==> src/verilog/hbd_pkg.sv <==
// Package of constants and types for the half-bridge diagnosis status word
// Behaviour
// - Overcurrent sets bit 15, bridge switched off
// - Overcurrent flag clears only by request/reset
// - Supply fault sets bit 14, all off
// - Supply fault flag follows supply, self-clearing
// - Open load sets and latches bit 13
// - Open load switches off only if enabled
// - Open-load flag clears only by request/reset
// - Bits 12..7 show actual bridge activation
// - Bits 6..1 show actual bridge polarity
// - Status shows driver stages, not control
// - Thermal warning sets bit 0
// - Shutdown temperature switches all bridges off
// - Thermal warning clears when cooled down
// - First word: live fault and warning only
// - Clear request clears latches at select rise
package hbd_pkg;
    localparam int NUM_BRIDGES = 6;
    localparam int WORD_BITS = 16;
    localparam int OC_BIT = 15;
    localparam int SF_BIT = 14;
    localparam int OL_BIT = 13;
    localparam int ACT_LSB = 7;
    localparam int POL_LSB = 1;
    localparam int TW_BIT = 0;
    localparam int CTL_CLEAR_BIT = 15;
    localparam int CTL_OL_SD_BIT = 13;
    localparam int CTL_ACT_LSB = 7;
    localparam int CTL_POL_LSB = 1;
    localparam logic [15:0] STATUS_RESET = 16'h0000;
    localparam logic [3:0] BIT_CNT_LAST = 4'hf;

    typedef struct packed {
        logic [NUM_BRIDGES-1:0] overcurrent;
        logic [NUM_BRIDGES-1:0] open_load;
        logic supply_fault;
        logic temp_warning;
        logic temp_shutdown;
    } hbd_sense_s;

    typedef struct packed {
        logic [NUM_BRIDGES-1:0] active;
        logic [NUM_BRIDGES-1:0] polarity;
    } hbd_bridge_s;

    typedef struct packed {
        logic chip_select_n;
        logic sck;
        logic mosi;
    } hbd_spi_in_s;
endpackage

==> src/verilog/hbd_status.sv <==
// Diagnosis status word, SPI shift path and bridge gating of the hex half-bridge driver
`timescale 1ns/1ps
module hbd_status
    import hbd_pkg::*;
(
    input wire logic clk_i,
    input wire logic reset_i,
    input wire hbd_spi_in_s spi_i,
    output logic miso_o,
    input wire hbd_sense_s sense_i,
    input wire hbd_bridge_s stage_i,
    output hbd_bridge_s bridge_cmd_o,
    output logic [NUM_BRIDGES-1:0] bridge_off_o
);
    // Three-stage synchronisers for the SPI pins
    logic [2:0] csn_sync_q;
    logic [2:0] sck_sync_q;
    logic [2:0] mosi_sync_q;
    always_ff @(posedge clk_i) begin
        if (reset_i) begin
            csn_sync_q <= 3'h7;
            sck_sync_q <= 3'h0;
            mosi_sync_q <= 3'h0;
        end else begin
            csn_sync_q <= {csn_sync_q[1:0], spi_i.chip_select_n};
            sck_sync_q <= {sck_sync_q[1:0], spi_i.sck};
            mosi_sync_q <= {mosi_sync_q[1:0], spi_i.mosi};
        end
    end

    logic csn_q;
    logic sck_q;
    always_ff @(posedge clk_i) begin
        if (reset_i) begin
            csn_q <= 1'b1;
            sck_q <= 1'b0;
        end else begin
            if (csn_sync_q[1] == csn_sync_q[2]) begin
                csn_q <= csn_sync_q[2];
            end
            if (sck_sync_q[1] == sck_sync_q[2]) begin
                sck_q <= sck_sync_q[2];
            end
        end
    end

    logic csn_new;
    logic sck_new;
    logic frame_start;
    logic frame_end;
    logic sck_rise;
    logic sck_fall;
    assign csn_new = (csn_sync_q[1] == csn_sync_q[2]) ? csn_sync_q[2] : csn_q;
    assign sck_new = (sck_sync_q[1] == sck_sync_q[2]) ? sck_sync_q[2] : sck_q;
    assign frame_start = csn_q && !csn_new;
    assign frame_end = !csn_q && csn_new;
    assign sck_rise = !csn_q && !sck_q && sck_new;
    assign sck_fall = !csn_q && sck_q && !sck_new;

    // Latched faults
    logic oc_q;
    logic ol_q;
    logic first_word_q;
    logic [WORD_BITS-1:0] ctl_q;
    logic [WORD_BITS-1:0] rx_q;
    logic [3:0] bit_cnt_q;
    logic frame_full_q;
    logic clear_req;
    assign clear_req = frame_end && frame_full_q && rx_q[CTL_CLEAR_BIT];

    always_ff @(posedge clk_i) begin
        if (reset_i) begin
            oc_q <= 1'b0;
        end else if (|sense_i.overcurrent) begin
            oc_q <= 1'b1;
        end else if (clear_req) begin
            oc_q <= 1'b0;
        end
    end

    always_ff @(posedge clk_i) begin
        if (reset_i) begin
            ol_q <= 1'b0;
        end else if (|sense_i.open_load) begin
            ol_q <= 1'b1;
        end else if (clear_req) begin
            ol_q <= 1'b0;
        end
    end

    // Per-bridge latched shutdowns, released by clear request
    logic [NUM_BRIDGES-1:0] oc_off_q;
    logic [NUM_BRIDGES-1:0] ol_off_q;
    genvar b;
    generate
        for (b = 0; b < NUM_BRIDGES; b++) begin : g_bridge
            always_ff @(posedge clk_i) begin
                if (reset_i) begin
                    oc_off_q[b] <= 1'b0;
                end else if (sense_i.overcurrent[b]) begin
                    oc_off_q[b] <= 1'b1;
                end else if (clear_req) begin
                    oc_off_q[b] <= 1'b0;
                end
            end
            always_ff @(posedge clk_i) begin
                if (reset_i) begin
                    ol_off_q[b] <= 1'b0;
                end else if (sense_i.open_load[b] && ctl_q[CTL_OL_SD_BIT]) begin
                    ol_off_q[b] <= 1'b1;
                end else if (clear_req) begin
                    ol_off_q[b] <= 1'b0;
                end
            end
        end
    endgenerate

    logic all_off;
    assign all_off = sense_i.supply_fault || sense_i.temp_shutdown;

    always_ff @(posedge clk_i) begin
        if (reset_i) begin
            bridge_off_o <= '0;
            bridge_cmd_o <= '0;
        end else begin
            bridge_off_o <= oc_off_q | ol_off_q | {NUM_BRIDGES{all_off}};
            bridge_cmd_o.active <= ctl_q[CTL_ACT_LSB +: NUM_BRIDGES]
                & ~(oc_off_q | ol_off_q | {NUM_BRIDGES{all_off}});
            bridge_cmd_o.polarity <= ctl_q[CTL_POL_LSB +: NUM_BRIDGES];
        end
    end

    // Receive path: control word taken on sck rise
    always_ff @(posedge clk_i) begin
        if (reset_i) begin
            rx_q <= STATUS_RESET;
            bit_cnt_q <= '0;
            frame_full_q <= 1'b0;
        end else if (frame_start) begin
            bit_cnt_q <= '0;
            frame_full_q <= 1'b0;
        end else if (sck_rise) begin
            rx_q <= {rx_q[WORD_BITS-2:0], mosi_sync_q[2]};
            bit_cnt_q <= bit_cnt_q + 4'h1;
            if (bit_cnt_q == BIT_CNT_LAST) begin
                frame_full_q <= 1'b1;
            end
        end
    end

    always_ff @(posedge clk_i) begin
        if (reset_i) begin
            ctl_q <= STATUS_RESET;
        end else if (frame_end && frame_full_q) begin
            ctl_q <= rx_q;
        end
    end

    always_ff @(posedge clk_i) begin
        if (reset_i) begin
            first_word_q <= 1'b1;
        end else if (frame_end && frame_full_q) begin
            first_word_q <= 1'b0;
        end
    end

    // Status word assembly
    logic [WORD_BITS-1:0] status_word;
    always_comb begin
        status_word = STATUS_RESET;
        status_word[SF_BIT] = sense_i.supply_fault;
        status_word[TW_BIT] = sense_i.temp_warning;
        // first word holds only live flags
        if (!first_word_q) begin
            status_word[OC_BIT] = oc_q;
            status_word[OL_BIT] = ol_q;
            status_word[ACT_LSB +: NUM_BRIDGES] = stage_i.active;
            status_word[POL_LSB +: NUM_BRIDGES] = stage_i.polarity;
        end
    end

    logic [WORD_BITS-1:0] tx_q;
    always_ff @(posedge clk_i) begin
        if (reset_i) begin
            tx_q <= STATUS_RESET;
        end else if (frame_start) begin
            tx_q <= status_word;
        end else if (sck_fall) begin
            tx_q <= {tx_q[WORD_BITS-2:0], 1'b0};
        end
    end

    always_ff @(posedge clk_i) begin
        if (reset_i) begin
            miso_o <= 1'b0;
        end else if (frame_start) begin
            miso_o <= status_word[WORD_BITS-1];
        end else if (sck_fall) begin
            miso_o <= tx_q[WORD_BITS-2];
        end else if (csn_q) begin
            miso_o <= 1'b0;
        end
    end
endmodule
==> config.mk <==
export PLATFORM = sky130hd
export DESIGN_NAME = hbd_status
export DESIGN_NICKNAME = d
export VERILOG_FILES = /design/src/verilog/hbd_pkg.sv /design/src/verilog/hbd_status.sv
export SDC_FILE = /design/constraint.sdc
export NUM_CORES = 1
export LEC_CHECK = 0
export BUFFER_PORTS_ARGS = -buffer_cell sky130_fd_sc_hd__clkbuf_2
export CORE_UTILIZATION = 52
export CTS_BUF_LIST = sky130_fd_sc_hd__clkbuf_4 sky130_fd_sc_hd__clkbuf_8
export DETAILED_ROUTE_END_ITERATION = 12
export GPL_ROUTABILITY_DRIVEN = 0
export PLACE_DENSITY = 0.77
export SYNTH_ARGS = -nofsm -noshare
export SYNTH_HDL_FRONTEND = slang
export SYNTH_SLANG_ARGS = --single-unit
==> constraint.sdc <==
create_clock -name clk_i -period 1.52 [get_ports clk_i]
set_input_delay 0.152 -clock clk_i [delete_from_list [all_inputs] [get_ports clk_i]]
set_output_delay 0.152 -clock clk_i [all_outputs]
set_load 0.005 [all_outputs]
# --- Yosys cells after proc, flatten, opt, wreduce, memory -nomap -nowiden ---
# Cells that the tools add are included.
# Widths: inputs -> output; s select.
totals:
  regBits: 95
  input_bits: 32
  out_inout_bits: 19
  word_cells: 102
classes:
  add_sub_neg: 1
  n_eq_ne: 3
  muxes: 24
  bitwise_logic: 5
  n_reduce_logical: 40
ops:
  columns: ["op", "n"]
  rows:
  - ["$mux 15", 2]
  - ["$reduce_bool 2->1", 15]
  - ["$mux 1", 21]
  - ["$logic_and 1x1->1", 14]
  - ["$mux 13", 1]
  - ["$or 6x6->6", 2]
  - ["$reduce_or 6->1", 2]
  - ["$and 6x6->6", 1]
  - ["$not 6->6", 1]
  - ["$add 4x1->4 const B", 1]
  - ["$eq 4x4->1 const B", 1]
  - ["$logic_not 1->1", 4]
  - ["$reduce_and 2->1", 2]
  - ["$reduce_bool 3->1", 1]
  - ["$eq 1x1->1", 2]
  - ["$reduce_or 2->1", 1]
  - ["$logic_or 1x1->1", 1]
  - ["$not 1->1", 1]

# --- Depth between registers and ports, before layout ---
depth:
  ltp_word: 7
  ltp_mapped: 6
  depth_no_buf: 4

# --- Worst setup path before layout ---
# No wires, ideal clock.
synth_path:
  path_type: "register -> register"
  startpoint: "register csn_q"
  endpoint: "register tx_q[10]"
  setup_ps: 132
  arrival_ps: 1361
  t_required_ps: 1388
  path_slack_ps: 27
  stages_incl_launch_ff: 7
  n_path_buf: 3
  period_less_slack_ps: 1493
  path_cell_list: "dfxtp_1 > buf_2 > or4b_1 > clkbuf_1 > buf_6 > nand3_1 > a21oi_1"
synth_between:
  elab_chain_cells: 4
  elab_cells_between_ends: 8
  cone_classes: "2 x mux; 6 x reduce/logical"
synth_rtl:
  columns: ["element", "line_no", "source"]
  rows:
  - ["start: declaration", "hbd_status.sv:31", "logic csn_q;"]
  - ["start signal: assignment", "hbd_status.sv:39", "csn_q <= csn_sync_q[2];"]
  - ["$mux 1 / $logic_not 1->1 (equally long branches)", "hbd_status.sv:53, hbd_status.sv:58", null]
  - ["$logic_not 1->1 / $logic_and 1x1->1 (equally long branches)", "hbd_status.sv:55, hbd_status.sv:58", null]
  - ["$logic_and 1x1->1 (on tied branches)", "hbd_status.sv:55, hbd_status.sv:58", null]
  - ["$mux 15 / $reduce_bool 2->1 (equally long branches)", null, null]
  - ["end signal: assignment", "hbd_status.sv:187", "tx_q <= status_word;"]
  - ["end signal: assignment", "hbd_status.sv:189", "tx_q <= {tx_q[WORD_BITS-2:0], 1'b0};"]
  - ["end: declaration", "hbd_status.sv:182", "logic [WORD_BITS-1:0] tx_q;"]
# Several ways; a longest one is shown, not always the timed one.
# A chain may end at the register's enable or synchronous reset.

# --- Final worst setup path ---
layout_path:
  startpoint: "register csn_q"
  endpoint: "register tx_q[0]"
# Same word-level chain as after synthesis.

==> impl_metrics.csv <==
group,metric,value,unit
worst_setup_path,cp_num_buf_inv,1,
logic_synthesis,ys.flop_type,"dfxtp_1",
routing,via_per_inst,5.33,
global_route,antenna_found_initial,0,
global_route,grt_pass1_vias,2411,
logic_synthesis,synth_compound_area_share,17.3,%
worst_setup_path,crit_arrival,1.74,ns
worst_setup_path,reg2reg_slack,0.07,ns
sta,rsz0062_at_grt,"no",
clock_network,clk_pin_slew_worst_paths,0.09,ns
logic_synthesis,synth_edf_count,0,
pwr,leakage,1.48,nW
logic_synthesis,synth_top_area_share,57.3,%
sta,timing.final.crit_share,95.1,%
logic_synthesis,synth_top_family_by_area,"simple AND/OR/NAND/NOR gates",
place,io_buffers,50,
sta,timing.final.crit_period,1.45,ns
finish,final_cell_mix,"dfxtp_1, nand2_1, a21oi_1, clkbuf_2, o21ai_0",
logic_synthesis,yosys-top-cells-area,"dfxtp_1, a21oi_1, nand2_1",
routing,wl_per_cell,12.9,um
floorplan,io_pins,51,
pwr,ir_drop,0.000900,V
run,drv_cap,0,
sta,timing.fmax,692,MHz
sta,tightest_slew,0.498,ns
logic_synthesis,synthCells,367,
logic_synthesis,syn_area,3280,sq um
logic_synthesis,synth.area.mux_share,0.305,%
sta,skew,0.00911,ns
sta,slew_viol_final,0,
clock_network,cts.htree.levels,3,
logic_synthesis,ys_seq_elements,94,
finish,area_delta_synth_final,18.7,%
worst_setup_path,critPathLaunchType,"flip-flop",
finish,multi_input_area,1270,sq um
worst_hold_path,hp-class,"in -> reg",
floorplan,rows,28,
floorplan,core_area,5990,sq um
sta,hold_viol,0,
global_route,overflow,0,
routing,num_vias,2668,
logic_synthesis,yosysTopAreaCell,"dfxtp_1",
clock_network,clock_sinks,94,
routing,drt_iter0_drc,178,
global_route,grt_pass1_wl,10500,um
finish,final_common_cell,"dfxtp_1",
logic_synthesis,seq_area_frac_synth,57.3,%
pwr,powerDensity,1140,nW/um^2
global_route,grt_use_total,20.9,%
worst_setup_path,path_delay_family,"simple AND/OR/NAND/NOR gates",
clock_network,post-cts-setup-buffer-count,0,
finish,layout-drive-gt1-share,20.9,%
worst_setup_path,cp_max_fo,18,
routing,dr.pass1.iters,5,
status,status,"complete, no violations",
finish,antenna_cells,0,
logic_synthesis,async_flop_share,0,%
clock_network,clk_latency,0.36,ns
place,dpl.hpwl,4250,um
pwr,power.total,4.44,mW
routing,wl,6470,um
clock_network,cts.path.max_buffers,2,
worst_setup_path,critPathKind,"reg -> reg",
finish,nets,454,
logic_synthesis,synth_warnings,0,
worst_setup_path,worstPathRequired,1.81,ns
floorplan,die_h,81.5,um
sta,setup_viol,0,
clock_network,cts-root-buf,"clkbuf_8",
clock_network,numCtsBuffers,9,
clock_network,cts_tree,"built",
routing,ant_nets,0,
worst_setup_path,cp-end-kind,"flip-flop",
floorplan,fp.dieW,81.5,um
worst_setup_path,cp_cell_sequence,"or3b_1 -> buf_4 -> or2_2 -> a21oi_1",
worst_setup_path,slowest_stage,"dfxtp_2",
floorplan,die_area,6640,sq um
finish,seq_area,1880,sq um
sta,relSlewSlack,66.6,%
routing,drc,0,
finish,fillers,511,
floorplan,initial_core_util,54.8,%
worst_setup_path,slowest_delay,0.41,ns
logic_synthesis,synth_xor_area_share,0.267,%
logic_synthesis,syn-num-nets,400,
logic_synthesis,synthAdderAreaFrac,0.381,%
sta,timing.setup.tns,0,ns
logic_synthesis,syn_area_per_cell,8.95,sq um
logic_synthesis,ys_types,37,
logic_synthesis,synth-simple-area-share,20.1,%
global_route,grt_max_degree,66,
[kinds of logic (layout without fill, tap and decap cells)]
group / Yosys count / count (layout)
and+or+nand+nor: 134 / 134
AOI/OAI and AO/OA: 103 / 103
DFF: 94 / 94
buffers and inverters: 33 / 92
adders and majority gates: 1 / 1
xor gates and xnor gates: 1 / 1
muxes: 1 / 1
[cell usage after synthesis, types with 2 or more instances]
cell type   n
a21oi_1    66
a22oi_1    13
a41oi_1     2
and3_1      6
buf_1       3
buf_2       6
clkbuf_1   13
dfxtp_1    94
inv_1       9
nand2_1    69
nand3_1    15
nor2_1     12
nor2b_1    12
nor4_1      2
nor4b_2     2
o21ai_0    17
or2_2       4
or3_1       2
or4b_1      2
[worst register-to-register path, cell delays in order (launching register included)]
cell and delay, ns:
dfxtp_2 0.41, or3b_1 0.38, buf_4 0.21, or2_2 0.28
a21oi_1 0.11
[power breakdown]
group          switching, mW  total [mW]  internal (mW)
combinational         0.0885       0.161         0.0720
clock                  0.831        1.77          0.941
sequential            0.0161        2.51           2.50
[routing by layer]
metal / vias up / GRT usage [%] / part of all wire, %
met3: 4 / 6.78 / 5.0
li1: 1362 / - / -
met4: 0 / 7.68 / 0.79
met2: 62 / 34.4 / 47
met1: 1240 / 25.5 / 47
met5: - / 0 / 0
[path summary, 6_finish.rpt]
path,from,endpoint,cells after the start
max,csn_q$_SDFF_PP1_,tx_q[0]$_SDFFE_PP0P_,4
min,sense_i[10],oc_off_q[1]$_SDFFE_PP0P_,3
max reg2reg,csn_q$_SDFF_PP1_,tx_q[0]$_SDFFE_PP0P_,4
min reg2reg,csn_sync_q[0]$_SDFF_PP1_,csn_sync_q[1]$_SDFF_PP1_,1
[registers in the layout (all words and copies together), names as in the netlist, 3 cells and up]
signal and flops:
bit_cnt_q 4, bridge_cmd_o 12, bridge_off_o 6, csn_sync_q 3, ctl_q 13, mosi_sync_q 3
oc_off_q 6, ol_off_q 6, rx_q 16, sck_sync_q 3, tx_q 15
[timing repair]
action | CTS | global route
hold buffers | 3 | 0
cloned | 0 | 0
hold endpoints to repair | 3 | 0
pin swaps | 0 | 0
resized for setup | 1 | 1
setup endpoints to repair | 1 | 1
[final cells by class]
class	instances	share of cell area (%)
clock buffers	10	3.37
clock inverters	6	2.22
multi-input cells	240	32.6
repair buffers	67	10.2
flip-flops and latches	94	48.3
well taps	75	2.41
inverters	9	0.867
[through the flow]
step                hold WS (ns)  worst slack [ns]  std cells  utilization [%]  instance area (sq um)
floorplan                  0.256            0.0270        367                -                   3280
global placement           0.340            0.0666        482             60.8                   3640
detailed placement         0.344            0.0110        482             60.8                   3640
CTS                      0.00117            0.0694        501             65.0                   3890
global route             0.00881            0.0112        501             65.0                   3900
finish                    0.0170            0.0742        501             65.0                   3900
(Power assumes the default switching activity.)
